### src/common/serial_pkg.sv
// Purpose: shared constants of the serial transfer core
// Assumes: 32-bit AXI4-Lite register access, 8-bit register offsets
// Notes: timer tick is a one-cycle enable from the programmable timer
package serial_pkg;
  // ----------------------------------------------------------------
  // register map
  // ----------------------------------------------------------------
  localparam int unsigned ADDR_W = 8;
  localparam int unsigned DATA_W = 32;
  localparam logic [7:0] CTRL_OFF = 8'h00;
  localparam logic [7:0] TRIG_OFF = 8'h04;
  localparam logic [7:0] STAT_OFF = 8'h08;
  localparam logic [7:0] DATA_OFF = 8'h0C;
  localparam logic [7:0] CTRL_RESET = 8'h00;
  localparam logic [7:0] DATA_RESET = 8'h00;
  localparam logic [5:0] FLAGS_RESET = 6'h00;
  // ----------------------------------------------------------------
  // field positions
  // ----------------------------------------------------------------
  localparam int MODE_LSB = 0;
  localparam int STOP_BIT = 2;
  localparam int PAR_EN_BIT = 3;
  localparam int PAR_ODD_BIT = 4;
  localparam int TX_ENABLE_BIT = 5;
  localparam int RX_ENABLE_BIT = 6;
  localparam int TX_TRIGGER_BIT = 0;
  localparam int RX_TRIGGER_BIT = 1;
  localparam int PERR_BIT = 0;
  localparam int FERR_BIT = 1;
  localparam int OERR_BIT = 2;
  localparam int RXERR_EV_BIT = 3;
  localparam int RXDONE_EV_BIT = 4;
  localparam int TXDONE_EV_BIT = 5;
  // ----------------------------------------------------------------
  // modes and timing
  // ----------------------------------------------------------------
  typedef enum logic [1:0] {
    MODE_SYNC_MASTER = 2'h0,
    MODE_SYNC_SLAVE = 2'h1,
    MODE_ASYNC7 = 2'h2,
    MODE_ASYNC8 = 2'h3
  } mode_t;
  localparam logic [3:0] SAMPLE_FALL_TICK = 4'h2;
  localparam logic [3:0] SAMPLE_RISE_TICK = 4'h8;
  localparam logic [3:0] SCLK_FALL_TICK = 4'h0;
  localparam logic [3:0] SCLK_RISE_TICK = 4'h8;
  localparam logic [3:0] TICK_LAST = 4'hF;
  localparam logic [3:0] SYNC_LAST_BIT = 4'h7;
  localparam logic [1:0] RESP_OKAY = 2'h0;
  localparam logic [1:0] RESP_SLVERR = 2'h2;
endpackage

### src/rtl/pin_sync.sv
// Purpose: three-stage synchroniser for one external pin
// Assumes: pin is asynchronous to aclk
// Notes: output follows once stages two and three agree
`timescale 1ns/100ps
`default_nettype none
module pin_sync #(
  parameter logic INIT = 1'b1
) (
  input wire logic aclk,
  input wire logic aresetn,
  input wire logic pin,
  output logic level
);
  logic ff1_reg;
  logic ff2_reg;
  logic ff3_reg;
  logic level_reg;
  wire agree = (ff2_reg == ff3_reg);

  always_ff @(posedge aclk) begin
    if (!aresetn) begin
      ff1_reg <= INIT;
      ff2_reg <= INIT;
      ff3_reg <= INIT;
      level_reg <= INIT;
    end else begin
      ff1_reg <= pin;
      ff2_reg <= ff1_reg;
      ff3_reg <= ff2_reg;
      if (agree) begin
        level_reg <= ff3_reg;
      end
    end
  end

  assign level = level_reg;
endmodule
`default_nettype wire

### src/rtl/serial_txrx_control.sv
// Purpose: serial transfer core, sync master/slave and 7/8-bit async
// Assumes: timer_tick is a one-cycle pulse at 16x baud rate
// Notes: registers over AXI4-Lite, only byte lane 0 carries fields
// Operation
// - master shift clock is timer tick over sixteen
// - slave shifts on external clock pin edges
// - async bit timing uses sixteen ticks per bit
// - sample strobe falls tick two, rises tick eight
// - sample on strobe rise, idle strobe high
// - start not low at sample abandons frame
// - async transmit bit clock is tick over sixteen
// - written data byte is serialised onto output
// - async receive buffered, sync read from shifter
// - transmit enable gates transmitter, either enable drives clock pin in master mode only
// - trigger after data starts send, done event
// - transmit trigger reads one while sending
// - receive enable arms receiver and done event
// - sync receive trigger starts, slave ready low
// - async receive trigger releases buffer
// - receive trigger reads one while receiving
// - parity mismatch sets parity and error flags
// - zero stop bit sets framing and error flags
// - unreleased or unread slave data sets overrun
// - error flags write-one-clear, data still loaded
// - load with release same cycle is overrun
// - two-bit field selects the four modes
// - async frame format, reset one stop no parity
// - overrun alone does not set receive done
`timescale 1ns/100ps
`default_nettype none
module serial_txrx_control (
  input wire logic aclk,
  input wire logic aresetn,
  input wire logic [serial_pkg::ADDR_W-1:0] awaddr,
  input wire logic awvalid,
  output logic awready,
  input wire logic [serial_pkg::DATA_W-1:0] wdata,
  input wire logic [3:0] wstrb,
  input wire logic wvalid,
  output logic wready,
  output logic [1:0] bresp,
  output logic bvalid,
  input wire logic bready,
  input wire logic [serial_pkg::ADDR_W-1:0] araddr,
  input wire logic arvalid,
  output logic arready,
  output logic [serial_pkg::DATA_W-1:0] rdata,
  output logic [1:0] rresp,
  output logic rvalid,
  input wire logic rready,
  input wire logic timer_tick,
  input wire logic serial_in_pin,
  output logic serial_out_pin,
  input wire logic sclk_in_pin,
  output logic sclk_out_pin,
  output logic sclk_oe_n,
  output logic slave_ready_n
);
  import serial_pkg::*;

  typedef enum logic [1:0] {RX_IDLE, RX_START, RX_BITS} rx_state_t;

  // ----------------------------------------------------------------
  // state
  // ----------------------------------------------------------------
  logic awready_reg, wready_reg, bvalid_reg, arready_reg, rvalid_reg;
  logic [1:0] bresp_reg, rresp_reg;
  logic [DATA_W-1:0] rdata_reg, wdata_reg;
  logic [ADDR_W-1:0] awaddr_reg;
  logic wlane_reg;
  logic [7:0] ctrl_reg, txrx_data_reg;
  logic [5:0] flags_reg;
  logic sync_run_reg, sync_tx_reg, sync_rx_reg, rx_unread_reg;
  logic [7:0] sh_reg;
  logic [3:0] sc_cnt_reg, sync_bits_reg;
  logic sclk_prev_reg, sclk_out_reg, sclk_oe_n_reg, slave_ready_n_reg, serial_out_reg;
  logic atx_busy_reg;
  logic [11:0] atx_frame_reg;
  logic [3:0] atx_left_reg, atx_cnt_reg;
  rx_state_t rx_state_reg;
  logic [3:0] rx_tcnt_reg, rx_idx_reg;
  logic [7:0] rx_sh_reg, rx_buf_reg;
  logic rx_par_reg, rx_ferr_reg, rx_strobe_reg, buf_full_reg;
  logic sin_s, sclk_s;

  pin_sync sin_sync (.aclk(aclk), .aresetn(aresetn), .pin(serial_in_pin), .level(sin_s));
  pin_sync sclk_sync (.aclk(aclk), .aresetn(aresetn), .pin(sclk_in_pin), .level(sclk_s));

  // ----------------------------------------------------------------
  // configuration decode
  // ----------------------------------------------------------------
  wire [1:0] transfer_mode_sel = ctrl_reg[MODE_LSB +: 2];
  wire stop_bits_sel = ctrl_reg[STOP_BIT];
  wire parity_enable = ctrl_reg[PAR_EN_BIT];
  wire parity_odd_select = ctrl_reg[PAR_ODD_BIT];
  wire tx_enable = ctrl_reg[TX_ENABLE_BIT];
  wire rx_enable = ctrl_reg[RX_ENABLE_BIT];
  wire is_master = (transfer_mode_sel == MODE_SYNC_MASTER);
  wire is_slave = (transfer_mode_sel == MODE_SYNC_SLAVE);
  wire is_sync = is_master | is_slave;
  wire is_async = !is_sync;
  wire is_eight = (transfer_mode_sel == MODE_ASYNC8);
  wire [3:0] dlen = is_eight ? 4'h8 : 4'h7;
  wire [3:0] stops = stop_bits_sel ? 4'h2 : 4'h1;
  wire [3:0] rx_len = dlen + {3'h0, parity_enable} + stops;
  wire [3:0] atx_len = 4'h1 + rx_len;

  // ----------------------------------------------------------------
  // bus decode
  // ----------------------------------------------------------------
  wire aw_fire = awvalid & awready_reg;
  wire w_fire = wvalid & wready_reg;
  wire ar_fire = arvalid & arready_reg;
  wire wr_do = !awready_reg & !wready_reg & !bvalid_reg;
  wire wr_en = wr_do & wlane_reg;
  wire wr_map = (awaddr_reg == CTRL_OFF) | (awaddr_reg == TRIG_OFF) |
                (awaddr_reg == STAT_OFF) | (awaddr_reg == DATA_OFF);
  wire wr_ctrl = wr_en & (awaddr_reg == CTRL_OFF);
  wire wr_trig = wr_en & (awaddr_reg == TRIG_OFF);
  wire wr_stat = wr_en & (awaddr_reg == STAT_OFF);
  wire wr_data = wr_en & (awaddr_reg == DATA_OFF);
  wire rd_map = (araddr == CTRL_OFF) | (araddr == TRIG_OFF) |
                (araddr == STAT_OFF) | (araddr == DATA_OFF);
  wire rd_data = ar_fire & (araddr == DATA_OFF);
  wire tx_busy = atx_busy_reg | (sync_run_reg & sync_tx_reg);
  wire rx_busy = (rx_state_reg != RX_IDLE) | (sync_run_reg & sync_rx_reg);
  wire tx_trigger = wr_trig & wdata_reg[TX_TRIGGER_BIT];
  wire rx_trigger = wr_trig & wdata_reg[RX_TRIGGER_BIT];
  wire tx_go = tx_trigger & tx_enable & !tx_busy;
  wire rx_go_sync = rx_trigger & rx_enable & is_sync & !sync_run_reg;
  wire rx_release = rx_trigger & is_async;
  wire [7:0] rd_byte = is_sync ? sh_reg : rx_buf_reg;
  wire [DATA_W-1:0] rd_word =
    (araddr == CTRL_OFF) ? {24'h00_0000, ctrl_reg} :
    (araddr == TRIG_OFF) ? {30'h0000_0000, rx_busy, tx_busy} :
    (araddr == STAT_OFF) ? {26'h000_0000, flags_reg} :
    (araddr == DATA_OFF) ? {24'h00_0000, rd_byte} : 32'h0000_0000;

  // ----------------------------------------------------------------
  // AXI4-Lite slave
  // ----------------------------------------------------------------
  always_ff @(posedge aclk) begin
    if (!aresetn) begin
      awready_reg <= 1'b1;
      wready_reg <= 1'b1;
      bvalid_reg <= 1'b0;
      bresp_reg <= RESP_OKAY;
      awaddr_reg <= 8'h00;
      wdata_reg <= 32'h0000_0000;
      wlane_reg <= 1'b0;
    end else begin
      if (aw_fire) begin
        awaddr_reg <= awaddr;
        awready_reg <= 1'b0;
      end
      if (w_fire) begin
        wdata_reg <= wdata;
        wlane_reg <= wstrb[0];
        wready_reg <= 1'b0;
      end
      if (wr_do) begin
        bvalid_reg <= 1'b1;
        bresp_reg <= wr_map ? RESP_OKAY : RESP_SLVERR;
      end else if (bvalid_reg & bready) begin
        bvalid_reg <= 1'b0;
        awready_reg <= 1'b1;
        wready_reg <= 1'b1;
      end
    end
  end

  always_ff @(posedge aclk) begin
    if (!aresetn) begin
      arready_reg <= 1'b1;
      rvalid_reg <= 1'b0;
      rdata_reg <= 32'h0000_0000;
      rresp_reg <= RESP_OKAY;
    end else if (ar_fire) begin
      arready_reg <= 1'b0;
      rvalid_reg <= 1'b1;
      rdata_reg <= rd_word;
      rresp_reg <= rd_map ? RESP_OKAY : RESP_SLVERR;
    end else if (rvalid_reg & rready) begin
      rvalid_reg <= 1'b0;
      arready_reg <= 1'b1;
    end
  end

  // ----------------------------------------------------------------
  // clocked-synchronous engine
  // ----------------------------------------------------------------
  wire sync_start = is_sync & !sync_run_reg & (tx_go | rx_go_sync);
  wire m_tick = is_master & sync_run_reg & timer_tick;
  wire fall_ev = m_tick ? (sc_cnt_reg == SCLK_FALL_TICK) :
                 (is_slave & sync_run_reg & sclk_prev_reg & !sclk_s);
  wire rise_ev = m_tick ? (sc_cnt_reg == SCLK_RISE_TICK) :
                 (is_slave & sync_run_reg & !sclk_prev_reg & sclk_s);
  wire sync_done = rise_ev & (sync_bits_reg == SYNC_LAST_BIT);
  wire sync_rx_done = sync_done & sync_rx_reg;
  wire sync_ovr = sync_rx_done & is_slave & rx_unread_reg;

  always_ff @(posedge aclk) begin
    if (!aresetn) begin
      sync_run_reg <= 1'b0;
      sync_tx_reg <= 1'b0;
      sync_rx_reg <= 1'b0;
      sh_reg <= 8'h00;
      sc_cnt_reg <= 4'h0;
      sync_bits_reg <= 4'h0;
      sclk_prev_reg <= 1'b1;
      rx_unread_reg <= 1'b0;
    end else begin
      sclk_prev_reg <= sclk_s;
      if (sync_start) begin
        sync_run_reg <= 1'b1;
        sync_tx_reg <= tx_go;
        sync_rx_reg <= rx_go_sync | rx_enable;
        sh_reg <= txrx_data_reg;
        sc_cnt_reg <= 4'h0;
        sync_bits_reg <= 4'h0;
      end else if (sync_run_reg) begin
        if (!(tx_enable | rx_enable) | is_async) begin
          sync_run_reg <= 1'b0;
        end
        if (m_tick) begin
          sc_cnt_reg <= sc_cnt_reg + 4'h1;
        end
        if (rise_ev) begin
          sh_reg <= {sin_s, sh_reg[7:1]};
          sync_bits_reg <= sync_bits_reg + 4'h1;
        end
        if (sync_done) begin
          sync_run_reg <= 1'b0;
        end
      end
      if (sync_rx_done) begin
        rx_unread_reg <= 1'b1;
      end else if (rd_data) begin
        rx_unread_reg <= 1'b0;
      end
    end
  end

  // ----------------------------------------------------------------
  // asynchronous transmitter
  // ----------------------------------------------------------------
  wire par_out = parity_enable ? (^txrx_data_reg[6:0] ^ (is_eight & txrx_data_reg[7]) ^
                                  parity_odd_select) : 1'b1;
  wire [8:0] tx_body = is_eight ? {par_out, txrx_data_reg} : {1'b1, par_out, txrx_data_reg[6:0]};
  wire [11:0] tx_frame = {2'h3, tx_body, 1'b0};
  wire atx_bit_end = atx_busy_reg & timer_tick & (atx_cnt_reg == TICK_LAST);
  wire atx_done = atx_bit_end & (atx_left_reg == 4'h1);

  always_ff @(posedge aclk) begin
    if (!aresetn) begin
      atx_busy_reg <= 1'b0;
      atx_frame_reg <= 12'hFFF;
      atx_left_reg <= 4'h0;
      atx_cnt_reg <= 4'h0;
    end else if (tx_go & is_async) begin
      atx_busy_reg <= 1'b1;
      atx_frame_reg <= tx_frame;
      atx_left_reg <= atx_len;
      atx_cnt_reg <= 4'h0;
    end else if (atx_busy_reg) begin
      if (timer_tick) begin
        atx_cnt_reg <= atx_cnt_reg + 4'h1;
      end
      if (atx_bit_end) begin
        atx_frame_reg <= {1'b1, atx_frame_reg[11:1]};
        atx_left_reg <= atx_left_reg - 4'h1;
      end
      if (atx_done | !tx_enable) begin
        atx_busy_reg <= 1'b0;
      end
    end
  end

  // ----------------------------------------------------------------
  // asynchronous receiver
  // ----------------------------------------------------------------
  wire [3:0] rx_tcnt_inc = rx_tcnt_reg + 4'h1;
  wire rx_active = (rx_state_reg != RX_IDLE);
  wire rx_sample = rx_active & timer_tick & (rx_tcnt_inc == SAMPLE_RISE_TICK);
  wire [3:0] rx_pos = rx_len - rx_idx_reg;
  wire rx_is_data = rx_pos < dlen;
  wire rx_is_par = parity_enable & (rx_pos == dlen);
  wire rx_is_stop = !rx_is_data & !rx_is_par;
  wire rx_stop_bad = rx_is_stop & !sin_s;
  wire rx_load = rx_sample & (rx_state_reg == RX_BITS) & (rx_idx_reg == 4'h1);
  wire frame_bad = rx_ferr_reg | rx_stop_bad;
  wire par_bad = parity_enable & (rx_par_reg ^ parity_odd_select);
  wire [7:0] rx_byte = is_eight ? rx_sh_reg : {1'b0, rx_sh_reg[7:1]};

  always_ff @(posedge aclk) begin
    if (!aresetn) begin
      rx_state_reg <= RX_IDLE;
      rx_tcnt_reg <= 4'h0;
      rx_idx_reg <= 4'h0;
      rx_sh_reg <= 8'h00;
      rx_par_reg <= 1'b0;
      rx_ferr_reg <= 1'b0;
      rx_strobe_reg <= 1'b1;
    end else if (!rx_enable | is_sync) begin
      rx_state_reg <= RX_IDLE;
      rx_strobe_reg <= 1'b1;
    end else begin
      case (rx_state_reg)
        RX_IDLE: begin
          rx_strobe_reg <= 1'b1;
          if (timer_tick & !sin_s) begin
            rx_state_reg <= RX_START;
            rx_tcnt_reg <= 4'h0;
            rx_par_reg <= 1'b0;
            rx_ferr_reg <= 1'b0;
          end
        end
        RX_START: begin
          if (rx_sample) begin
            rx_state_reg <= sin_s ? RX_IDLE : RX_BITS;
            rx_idx_reg <= rx_len;
          end
        end
        default: begin
          if (rx_sample) begin
            if (rx_is_data) begin
              rx_sh_reg <= {sin_s, rx_sh_reg[7:1]};
            end
            if (!rx_is_stop) begin
              rx_par_reg <= rx_par_reg ^ sin_s;
            end
            rx_ferr_reg <= frame_bad;
            rx_idx_reg <= rx_idx_reg - 4'h1;
            if (rx_load) begin
              rx_state_reg <= RX_IDLE;
            end
          end
        end
      endcase
      if (rx_active & timer_tick) begin
        rx_tcnt_reg <= rx_tcnt_inc;
        if (rx_tcnt_inc == SAMPLE_FALL_TICK) begin
          rx_strobe_reg <= 1'b0;
        end else if (rx_tcnt_inc == SAMPLE_RISE_TICK) begin
          rx_strobe_reg <= 1'b1;
        end
      end
    end
  end

  always_ff @(posedge aclk) begin
    if (!aresetn) begin
      rx_buf_reg <= 8'h00;
      buf_full_reg <= 1'b0;
    end else begin
      if (rx_load) begin
        rx_buf_reg <= rx_byte;
      end
      buf_full_reg <= rx_load | (buf_full_reg & !rx_release);
    end
  end

  // ----------------------------------------------------------------
  // control registers and event flags
  // ----------------------------------------------------------------
  wire async_ovr = rx_load & (buf_full_reg | rx_release);
  wire set_perr = rx_load & par_bad;
  wire set_ferr = rx_load & frame_bad;
  wire set_oerr = async_ovr | sync_ovr;
  wire set_rxerr = set_perr | set_ferr | set_oerr;
  wire set_rxdone = (rx_load & (!async_ovr | par_bad | frame_bad)) | (sync_rx_done & !sync_ovr);
  wire set_txdone = atx_done | (sync_done & sync_tx_reg);
  wire [5:0] set_vec = {set_txdone, set_rxdone, set_rxerr, set_oerr, set_ferr, set_perr};
  wire [5:0] clr_vec = wr_stat ? wdata_reg[5:0] : 6'h00;
  wire [5:0] flags_next = set_vec | (flags_reg & ~clr_vec);

  always_ff @(posedge aclk) begin
    if (!aresetn) begin
      ctrl_reg <= CTRL_RESET;
      txrx_data_reg <= DATA_RESET;
      flags_reg <= FLAGS_RESET;
    end else begin
      if (wr_ctrl) begin
        ctrl_reg <= wdata_reg[7:0];
      end
      if (wr_data) begin
        txrx_data_reg <= wdata_reg[7:0];
      end
      flags_reg <= flags_next;
    end
  end

  // ----------------------------------------------------------------
  // pins
  // ----------------------------------------------------------------
  wire serial_out_next = atx_busy_reg ? atx_frame_reg[0] :
                         sync_run_reg ? (fall_ev ? sh_reg[0] : serial_out_reg) : 1'b1;
  wire sclk_out_next = (is_master & sync_run_reg) ?
                       (fall_ev ? 1'b0 : (rise_ev ? 1'b1 : sclk_out_reg)) : 1'b1;
  wire ready_next = !is_slave ? 1'b1 : (sync_start ? 1'b0 : (sync_done ? 1'b1 : slave_ready_n_reg));

  always_ff @(posedge aclk) begin
    if (!aresetn) begin
      serial_out_reg <= 1'b1;
      sclk_out_reg <= 1'b1;
      sclk_oe_n_reg <= 1'b1;
      slave_ready_n_reg <= 1'b1;
    end else begin
      serial_out_reg <= serial_out_next;
      sclk_out_reg <= sclk_out_next;
      sclk_oe_n_reg <= !(is_master & (tx_enable | rx_enable));
      slave_ready_n_reg <= ready_next;
    end
  end

  assign awready = awready_reg;
  assign wready = wready_reg;
  assign bvalid = bvalid_reg;
  assign bresp = bresp_reg;
  assign arready = arready_reg;
  assign rvalid = rvalid_reg;
  assign rdata = rdata_reg;
  assign rresp = rresp_reg;
  assign serial_out_pin = serial_out_reg;
  assign sclk_out_pin = sclk_out_reg;
  assign sclk_oe_n = sclk_oe_n_reg;
  assign slave_ready_n = slave_ready_n_reg;
endmodule
`default_nettype wire

### config.mk
export PLATFORM = sky130hd
export DESIGN_NAME = serial_txrx_control
export DESIGN_NICKNAME = d
export VERILOG_FILES = /design/src/common/serial_pkg.sv /design/src/rtl/pin_sync.sv /design/src/rtl/serial_txrx_control.sv
export SDC_FILE = /design/constraint.sdc
export NUM_CORES = 1
export LEC_CHECK = 0
export BUFFER_PORTS_ARGS = -buffer_cell sky130_fd_sc_hd__clkbuf_2
export CORE_ASPECT_RATIO = 0.7
export CORE_MARGIN = 2
export CORE_UTILIZATION = 57
export DETAILED_ROUTE_END_ITERATION = 8
export PLACE_DENSITY = 0.92
export SLEW_MARGIN = 0
export SYNTH_ARGS = -nofsm -noshare
export SYNTH_HDL_FRONTEND = slang
export SYNTH_HIERARCHICAL = 1
export SYNTH_SLANG_ARGS = --single-unit
### constraint.sdc
create_clock -name aclk -period 5.56 [get_ports aclk]
set_clock_uncertainty 0.15 [all_clocks]
set_input_delay 0.278 -clock aclk [delete_from_list [all_inputs] [get_ports aclk]]
set_output_delay 0.278 -clock aclk [all_outputs]
set_load 0.01 [all_outputs]
# Word level (Yosys, flattened, before mapping)
# Index checks and enable logic that the tools add are counted.
[op_classes] n_mux=70 bitwise_logic=95 magnitude_cmp=1 n_reduce_logical=55 eq_ne=23 addsub=10
[ops] op="two-way mux 8 bit" n=9
[ops] op="AND 1 bit" n=58
[ops] op="two-way mux 4 bit" n=9
[ops] op="two-way mux 1 bit" n=35
[ops] op="== test 8 x 4 -> 1 bit (second input constant)" n=4
[ops] op="two-way mux 10 bit" n=3
[ops] op="nonzero test 2 bit" n=13
[ops] op="bitwise OR 1 bit" n=25
[ops] op="zero test 1 bit" n=18
[ops] op="adder 4 x 1 -> 4 bit (second input constant)" n=4
[ops] op="== test 8 x 3 -> 1 bit (second input constant)" n=2
[ops] op="zero test 8 bit" n=2
[ops] op="two-way mux 2 bit" n=8
[ops] op="AND reduction 2 bit" n=7
[ops] op="== test 4 bit (second input constant)" n=3
[ops] op="AND reduction 4 bit" n=3
[ops] op="two-way mux 9 bit" n=1
[ops] op="== test 4 x 1 -> 1 bit (second input constant)" n=2
[ops] op="one-hot mux 4 bit (2 select lines)" n=1
[ops] op="OR reduction 2 bit" n=4
[ops] op="subtractor 4 x 1 -> 4 bit (second input constant)" n=2
[ops] op="XOR reduction 7 bit" n=1
[ops] op="AND 6 bit" n=1
[ops] op="two-way mux 6 bit" n=1
[ops] op="other kinds (24)" n=38
[totals] regBits=161

# Longest topological paths before layout
# Gate-level depths: netlist (run 1).
[logic_depth] depth_word=15 depth_mapped=16 depth_no_buf=15

# Hierarchy
# Netlist (run 1), hierarchy kept.
[by_module_without_submodules] mod="serial_txrx_control" seq_area_each_um2=2542.4 area_per_inst_um2=6357.3 instances=1 cells_per_inst=731
[by_module_without_submodules] mod="pin_sync" seq_area_each_um2=80.1 area_per_inst_um2=112.6 instances=2 cells_per_inst=10

# Worst setup path after synthesis (run 1)
# OpenSTA, ideal clock, no wires.
[synth_path] kind="flip-flop to flip-flop" start="register ctrl_reg[1]" end="register flags_reg[3]" n_path_buf=2 slack_ps=1199 required_time_ps=5290 t_arrival_ps=4092 period_less_slack_ps=4361 setup_time_ps=120 stages_incl_launch_ff=16 cell_sequence="dfxtp_1 > clkbuf_1 > nand2_1 > buf_1 > fa_1 > fa_1 > ha_1 > a21o_1 > a21oi_1 > xnor2_1 > ha_1 > a21oi_1 > and2_1 > a221oi_1 > o31a_1 > o31a_1"
[synth_between] elab_chain_len=15 word_cells_on_any_way=35 cone_classes="3 x add/sub; 1 x order compare; 3 x eq/ne; 2 x mux; 22 x bitwise; 4 x reduce/logical"
[synth_rtl] element="start, declared" line="serial_txrx_control.sv:71" text="logic [7:0] ctrl_reg, txrx_data_reg;"
[synth_rtl] element="start signal, assigned" line="serial_txrx_control.sv:384" text="ctrl_reg <= wdata_reg[7:0];"
[synth_rtl] element="parallel branches: the longest is 13 deep, another holds adder 4 x 1 -> 4 bit"
[synth_rtl] element="bitwise OR 1 bit (*)" line="serial_txrx_control.sv:370" text="wire set_rxerr = set_perr | set_ferr | set_oerr;"
[synth_rtl] element="bitwise OR 6 bit (*)" line="serial_txrx_control.sv:375" text="wire [5:0] flags_next = set_vec | (flags_reg & ~clr_vec);"
[synth_rtl] element="end signal, assigned" line="serial_txrx_control.sv:389" text="flags_reg <= flags_next;"
[synth_rtl] element="end, declared" line="serial_txrx_control.sv:72" text="logic [5:0] flags_reg;"
# Mark *: on every way between the ends.
# A chain may end at the register's enable or synchronous reset.

# Worst setup path after layout (run 1)
[layout_path] start="register ctrl_reg[0]" end="register flags_reg[4]"
[layout_between] elab_chain_len=15 word_cells_on_any_way=38 cone_classes="3 x add/sub; 1 x order compare; 3 x eq/ne; 2 x mux; 23 x bitwise; 6 x reduce/logical"
[layout_rtl] element="parallel branches: the longest is 13 deep, another holds adder 4 x 1 -> 4 bit"
[layout_rtl] element="bitwise OR 1 bit (*)" line="serial_txrx_control.sv:371" text="wire set_rxdone = (rx_load & (!async_ovr | par_bad | frame_bad)) | (sync_rx_done & !sync_ovr);"
[layout_rtl] element="bitwise OR 6 bit (*)" line="serial_txrx_control.sv:375"
# Marked as above.

==> results of run 1 <==
## cells in the mapped netlist (4+ instances only)
cell type	count
and2_1	4
clkbuf_1	28
mux2i_1	48
a221o_1	7
nand3_1	44
ha_1	20
nand3b_1	5
nor2_1	74
a311oi_1	7
nand2_1	90
buf_2	5
nand2b_1	11
xnor2_1	22
a21o_1	4
a211oi_1	10
buf_1	4
dfxtp_1	135
o22ai_1	4
inv_1	25
or3_1	4
a22oi_1	14
o21ai_0	18
a21oi_1	47
buf_4	26
a31oi_1	4
xor2_1	8
fa_1	4
o31a_1	4
nor3_1	16
## metal layers
metal	up-vias	wire length, um	GRT usage, %
met1	2677	7280	35.9
met5	-	0	0
li1	2707	-	-
met4	0	323	10.2
met2	283	7550	44.6
met3	35	1580	7.12
## cell usage in the layout (no fill, tap or decap), types with 5 or more instances in the layout
master         Yosys  layout
a211oi_1          10      10
a21oi_1           47      47
a221o_1            7       7
a22oi_1           14      14
a311oi_1           7       7
buf_4             26       7
clkbuf_16          0      17
clkbuf_2           0      53
conb_1             1      26
dfxtp_1          135     135
dlygate4sd3_1      0      21
ha_1              20      20
inv_1             25      24
mux2i_1           48      48
nand2_1           90      90
nand2b_1          11      11
nand3_1           44      44
nand3b_1           5       5
nor2_1            74      74
nor3_1            16      15
o21ai_0           18      18
xnor2_1           22      22
xor2_1             8       8
## where the power goes
group / total [mW] / internal [mW] / switching (mW)
Clock: 1.22 / 0.798 / 0.418
Combinational: 0.0938 / 0.0365 / 0.0573
Sequential: 0.997 / 0.980 / 0.0162
Total: 2.31 / 1.81 / 0.492
## per-stage QoR
stage | hold slack [ns] | std cells
6_report | 0.0550 | 978
3_3_place_gp | 0.244 | 925
5_1_grt | 0.0659 | 978
4_1_cts | 0.0317 | 978
3_5_place_dp | 0.251 | 925
2_1_floorplan | 0.201 | 776
## cells by family (layout without fill, tap and decap cells)
group,after synthesis,count (layout)
buffers and inverters,89,138
adders and majority gates,24,24
DFF,135,135
and+or+nand+nor,277,277
xor gates and xnor gates,30,30
muxes,53,53
AOI/OAI and AO/OA,142,142
other,1,26
## what timing repair did
item | CTS | global route
hold buffers | 21 | 0
endpoints found under the hold margin | 23 | 0
setup buffers | 0 | 0
## final cells by class
type | instances | share of cell area, %
sequential | 135 | 35.2
timing repair buffer | 81 | 6.87
tap | 153 | 2.49
clock buffer | 25 | 6.45
multi-input combinational | 552 | 46.0
clock inverter | 7 | 1.82
inverter | 25 | 1.22
## worst min-delay path, cell delays in order
cell      delay (ns)
clkbuf_2        0.08
and2_1          0.13
o21ai_0         0.08
## worst paths after layout
check	endpoint	slack (ns)
max	flags_reg[4]	1.05
min	arready	0.05
max reg2reg	flags_reg[4]	1.05
min reg2reg	sclk_sync/ff2_reg	0.26
==> flow_metrics.env, run 1 <==
export IMPL_worst_slew_margin_rel_pct=19.5
export IMPL_crit_type="reg -> reg"
export IMPL_ys_flop_type="dfxtp_1"
export IMPL_place_ws_ns=1.26
export IMPL_synthAdderAreaFrac_pct=5.02
export IMPL_cap_violations=0
export IMPL_fillers=850
export IMPL_ys_types=67
export IMPL_slowest_stage="fa_1"
export IMPL_clkTransAtPathRegs_ns=0.06
export IMPL_start_util_pct=59.1
export IMPL_ys_async_sr_fraction_pct=0
export IMPL_ys_ff_latch=135
export IMPL_grt_pass1_vias=5424
export IMPL_stdcell_area_um2=7680
export IMPL_grt_usage_pct=27.6
export IMPL_synth_simple_gate_area_share_pct=20.0
export IMPL_grt_pass1_wl_um=26900
export IMPL_rows=32
export IMPL_crit_chain="nand2_1, fa_1, fa_1, ha_1, a21o_1, a21oi_1, xnor2_1, ha_1, nand2_1, o21bai_1, a221oi_1, o31ai_1, a31oi_1"
export IMPL_h_tree_depth=4
export IMPL_setup_tns_ns=0
export IMPL_final_seq_area_um2=2700
export IMPL_finalPower_mw=2.31
export IMPL_cts_repair_resized=0
export IMPL_die_w_um=132
export IMPL_ys_warn_count=6
export IMPL_n_antenna_cell=0
export IMPL_synth_mux_area_share_pct=8.50
export IMPL_synth_xor_area_share_pct=3.99
export IMPL_fin_nets=898
export IMPL_clock_latency_ns=0.43
export IMPL_drt_vias_per_instance=5.83
export IMPL_drtIter0Drc=576
export IMPL_synth_cell_area_um2=6580
export IMPL_required_ns=5.77
export IMPL_path_delay_family="adder cells"
export IMPL_synth_top_family_by_area="simple AND/OR/NAND/NOR gates"
export IMPL_leakagePower_nw=3.07
export IMPL_max_slew_worst_pin_slew_ns=1.20
export IMPL_p_per_area_nw_per_um2=300
export IMPL_clock_sinks=135
export IMPL_critPathBufInv=0
export IMPL_synth_compound_area_share_pct=14.6
export IMPL_cp_num_cells=13
export IMPL_slowest_delay_ns=0.63
export IMPL_gr_total_overflow=0
export IMPL_hp_start="arvalid"
export IMPL_path_max_fanout=11
export IMPL_peakVddDrop_mv=0.221
export IMPL_hold_class="in -> reg"
export IMPL_drive_above_1_share_pct=13.7
export IMPL_drv_slew=0
export IMPL_postSynthCellCount=751
export IMPL_core_area_um2=11100
export IMPL_final_min_clock_period_ns=4.51
export IMPL_vias=5702
export IMPL_io_pins=107
export IMPL_netlist_top_cells_area="dfxtp_1, mux2i_1, nand2_1, nor2_1, ha_1"
export IMPL_crit_start="ctrl_reg[0]"
export IMPL_grt_max_degree=47
export IMPL_end_kind="flop"
export IMPL_antenna_found_initial=0
export IMPL_clock_tree_root_cell="clkbuf_16"
export IMPL_cp_start_kind="flop"
export IMPL_r2r_start="ctrl_reg[0]"
export IMPL_synth_top_area_share_pct=41.1
export IMPL_largest_register_ffs=10
export IMPL_status="complete, no violations"
export IMPL_wire_per_inst_um=17.1
export IMPL_dpl_instance_area_um2=6840
export IMPL_cts_tree="built"
export IMPL_ys_seq_area_share_pct=41.1
export IMPL_hold_depth=3
export IMPL_synth_edf_count=0
export IMPL_numCtsBuffers=17
export IMPL_hpwl_um=10700
export IMPL_worst_slack_ns=1.05
export IMPL_die_h_um=93.9
export IMPL_die_area_um2=12400
export IMPL_finalCritPeriodShare_pct=81.1
export IMPL_arrival_ns=4.72
export IMPL_dr_pass1_iters=5
export IMPL_syn_to_final_growth_pct=16.7
export IMPL_setup_viol=0
export IMPL_ff2ff_path_depth=13
export IMPL_place_port_buffers=53
export IMPL_fin_util_pct=69.0
export IMPL_synth_top_area_cell="dfxtp_1"
export IMPL_multi_input_area_um2=3530
export IMPL_drc=0
export IMPL_gp_congestion=0.916
export IMPL_avgSynthCellArea_um2=8.77
export IMPL_clockBufferDepth=2
export IMPL_wl_um=16700
export IMPL_hold_violations=0
export IMPL_fmax_mhz=222
export IMPL_final_antenna_net_count=0
export IMPL_rsz0062_at_grt="false"
(Power assumes the default switching activity.)
==> run 2: changes to the inputs <==
Settings changed: CORE_UTILIZATION 57 to 51, PLACE_DENSITY 0.92 to 0.88.
Clock period 5.56 ns to 3.65 ns, I/O delays scaled along.
==> flow_metrics.env, run 2 (same netlist as run 1, synthesis figures left out) <==
export IMPL_finalCritPeriodShare_pct=98.6
export IMPL_syn_to_final_growth_pct=24.6
export IMPL_hpwl_um=10900
export IMPL_worst_slack_ns=0.0496
export IMPL_start_util_pct=52.6
export IMPL_drtIter0Drc=498
export IMPL_fin_nets=931
export IMPL_wire_per_inst_um=17.2
export IMPL_stdcell_area_um2=8200
export IMPL_grt_max_degree=47
export IMPL_cap_violations=0
export IMPL_crit_chain="nand2_4, fa_2, fa_2, inv_1, fa_1, inv_1, ha_1, nor2b_2, o21bai_4, a21oi_2, or4_1, a21oi_1"
export IMPL_gr_total_overflow=0
export IMPL_clockBufferDepth=2
export IMPL_drive_above_1_share_pct=17.6
export IMPL_status="complete, no violations"
export IMPL_cp_num_cells=12
export IMPL_grt_usage_pct=25.5
export IMPL_r2r_end="rx_par_reg"
export IMPL_die_area_um2=13800
export IMPL_crit_end="rx_par_reg"
export IMPL_drv_slew=0
export IMPL_core_area_um2=12500
export IMPL_dr_pass1_iters=6
export IMPL_cts_tree="built"
export IMPL_path_max_fanout=3
export IMPL_grt_use_met2_pct=41.3
export IMPL_h_tree_depth=4
export IMPL_grt_pass1_vias=5721
export IMPL_peakVddDrop_mv=0.357
export IMPL_antenna_found_initial=0
export IMPL_place_port_buffers=53
export IMPL_final_common_cell="dfxtp_1"
export IMPL_clkTransAtPathRegs_ns=0.06
export IMPL_final_min_clock_period_ns=3.60
export IMPL_largest_register_ffs=10
export IMPL_final_antenna_net_count=0
export IMPL_max_slew_worst_pin_slew_ns=0.696
export IMPL_slowest_stage="fa_2"
export IMPL_drt_vias_per_instance=5.82
export IMPL_fin_util_pct=65.6
export IMPL_required_ns=3.85
export IMPL_r2r_start="ctrl_reg[0]"
export IMPL_arrival_ns=3.80
export IMPL_clock_sinks=135
export IMPL_rrSetupSlack_ns=0.05
export IMPL_clock_latency_ns=0.43
export IMPL_crit_start="ctrl_reg[0]"
export IMPL_wl_um=17600
export IMPL_die_w_um=140
export IMPL_critPathBufInv=2
export IMPL_grt_pass1_wl_um=28300
export IMPL_grtUsageMet1_pct=33.2
export IMPL_final_cell_mix="dfxtp_1, nand2_1, nor2_1"
export IMPL_gp_congestion=0.871
export IMPL_die_h_um=99.1
export IMPL_finalHoldWorstSlack_ns=0.0419
export IMPL_place_ws_ns=0.00242
export IMPL_cp_start_kind="flop"
export IMPL_setup_tns_ns=0
export IMPL_fmax_mhz=278
export IMPL_numCtsBuffers=17
export IMPL_hold_class="in -> reg"
export IMPL_io_pins=107
export IMPL_drc=0
export IMPL_rows=34
export IMPL_n_antenna_cell=0
export IMPL_crit_type="reg -> reg"
export IMPL_hold_violations=0
export IMPL_globalRoute_busiestLayer="met2"
export IMPL_met3_usage_pct=6.41
export IMPL_worst_slew_margin_rel_pct=53.5
export IMPL_p_per_area_nw_per_um2=459
export IMPL_slowest_delay_ns=0.58
export IMPL_leakagePower_nw=3.25
export IMPL_end_kind="flop"
export IMPL_setup_viol=0
export IMPL_dpl_instance_area_um2=6960
export IMPL_rsz0062_at_grt="true"
export IMPL_clock_tree_root_cell="clkbuf_16"
export IMPL_vias=5937
export IMPL_ff2ff_path_depth=12
export IMPL_path_delay_family="adder cells"
## run 2: worst register-to-register path, stage by stage, from the launching register on
cell and delay, ns:
dfxtp_2 0.35, nand2_4 0.07, fa_2 0.40, fa_2 0.58, inv_1 0.08, fa_1 0.50
inv_1 0.04, ha_1 0.28, nor2b_2 0.17, o21bai_4 0.18, a21oi_2 0.09, or4_1 0.47
a21oi_1 0.16
## run 2: through the flow
step	std cells	total power [mW]
after global placement	945	1.67
after floorplan	776	1.64
after global routing	1020	3.86
after detailed placement	945	1.67
after CTS	1017	3.76
final	1020	3.77
## run 2: worst min-delay path by stage
| stage | start | end | slack, ns | depth (start not counted) |
|---|---|---|---|---|
| 2_1_floorplan | aresetn | sclk_sync/ff1_reg | 0.11 | 1 |
| 3_3_place_gp | serial_in_pin | sin_sync/ff1_reg | 0.22 | 2 |
| 3_5_place_dp | serial_in_pin | sin_sync/ff1_reg | 0.22 | 2 |
| 4_1_cts | araddr[5] | rresp[1] | 0.05 | 4 |
| 5_1_grt | araddr[5] | rresp[1] | 0.08 | 4 |
| 6_report | araddr[5] | rresp[1] | 0.04 | 4 |
## run 2: cell type report
type	instances	area, um2
flip-flops and latches	135	2710
inverters	25	93.8
multi-input cells	552	3650
well taps	162	203
clock inverters	11	241
fillers	928	4300
clock buffers	21	480
repair buffers	114	833
## run 2: where the power goes
part	internal, mW	switching [mW]
logic	0.0707	0.0929
clock network	1.42	0.663
registers	1.49	0.0237
## run 2: repair_timing
action | in CTS | in global routing
resized for setup | 3 | 14
endpoints found under the setup margin | 11 | 9
endpoints found under the hold margin | 24 | 0
hold buffers | 39 | 0
pin swaps | 1 | 13
setup buffers | 1 | 3
## run 2: layer usage
metal / share of wire, % / vias to the layer above
met3: 8.1 / 51
met1: 43 / 2830
met4: 2.2 / 0
li1: - / 2782
met2: 46 / 274
met5: 0 / -
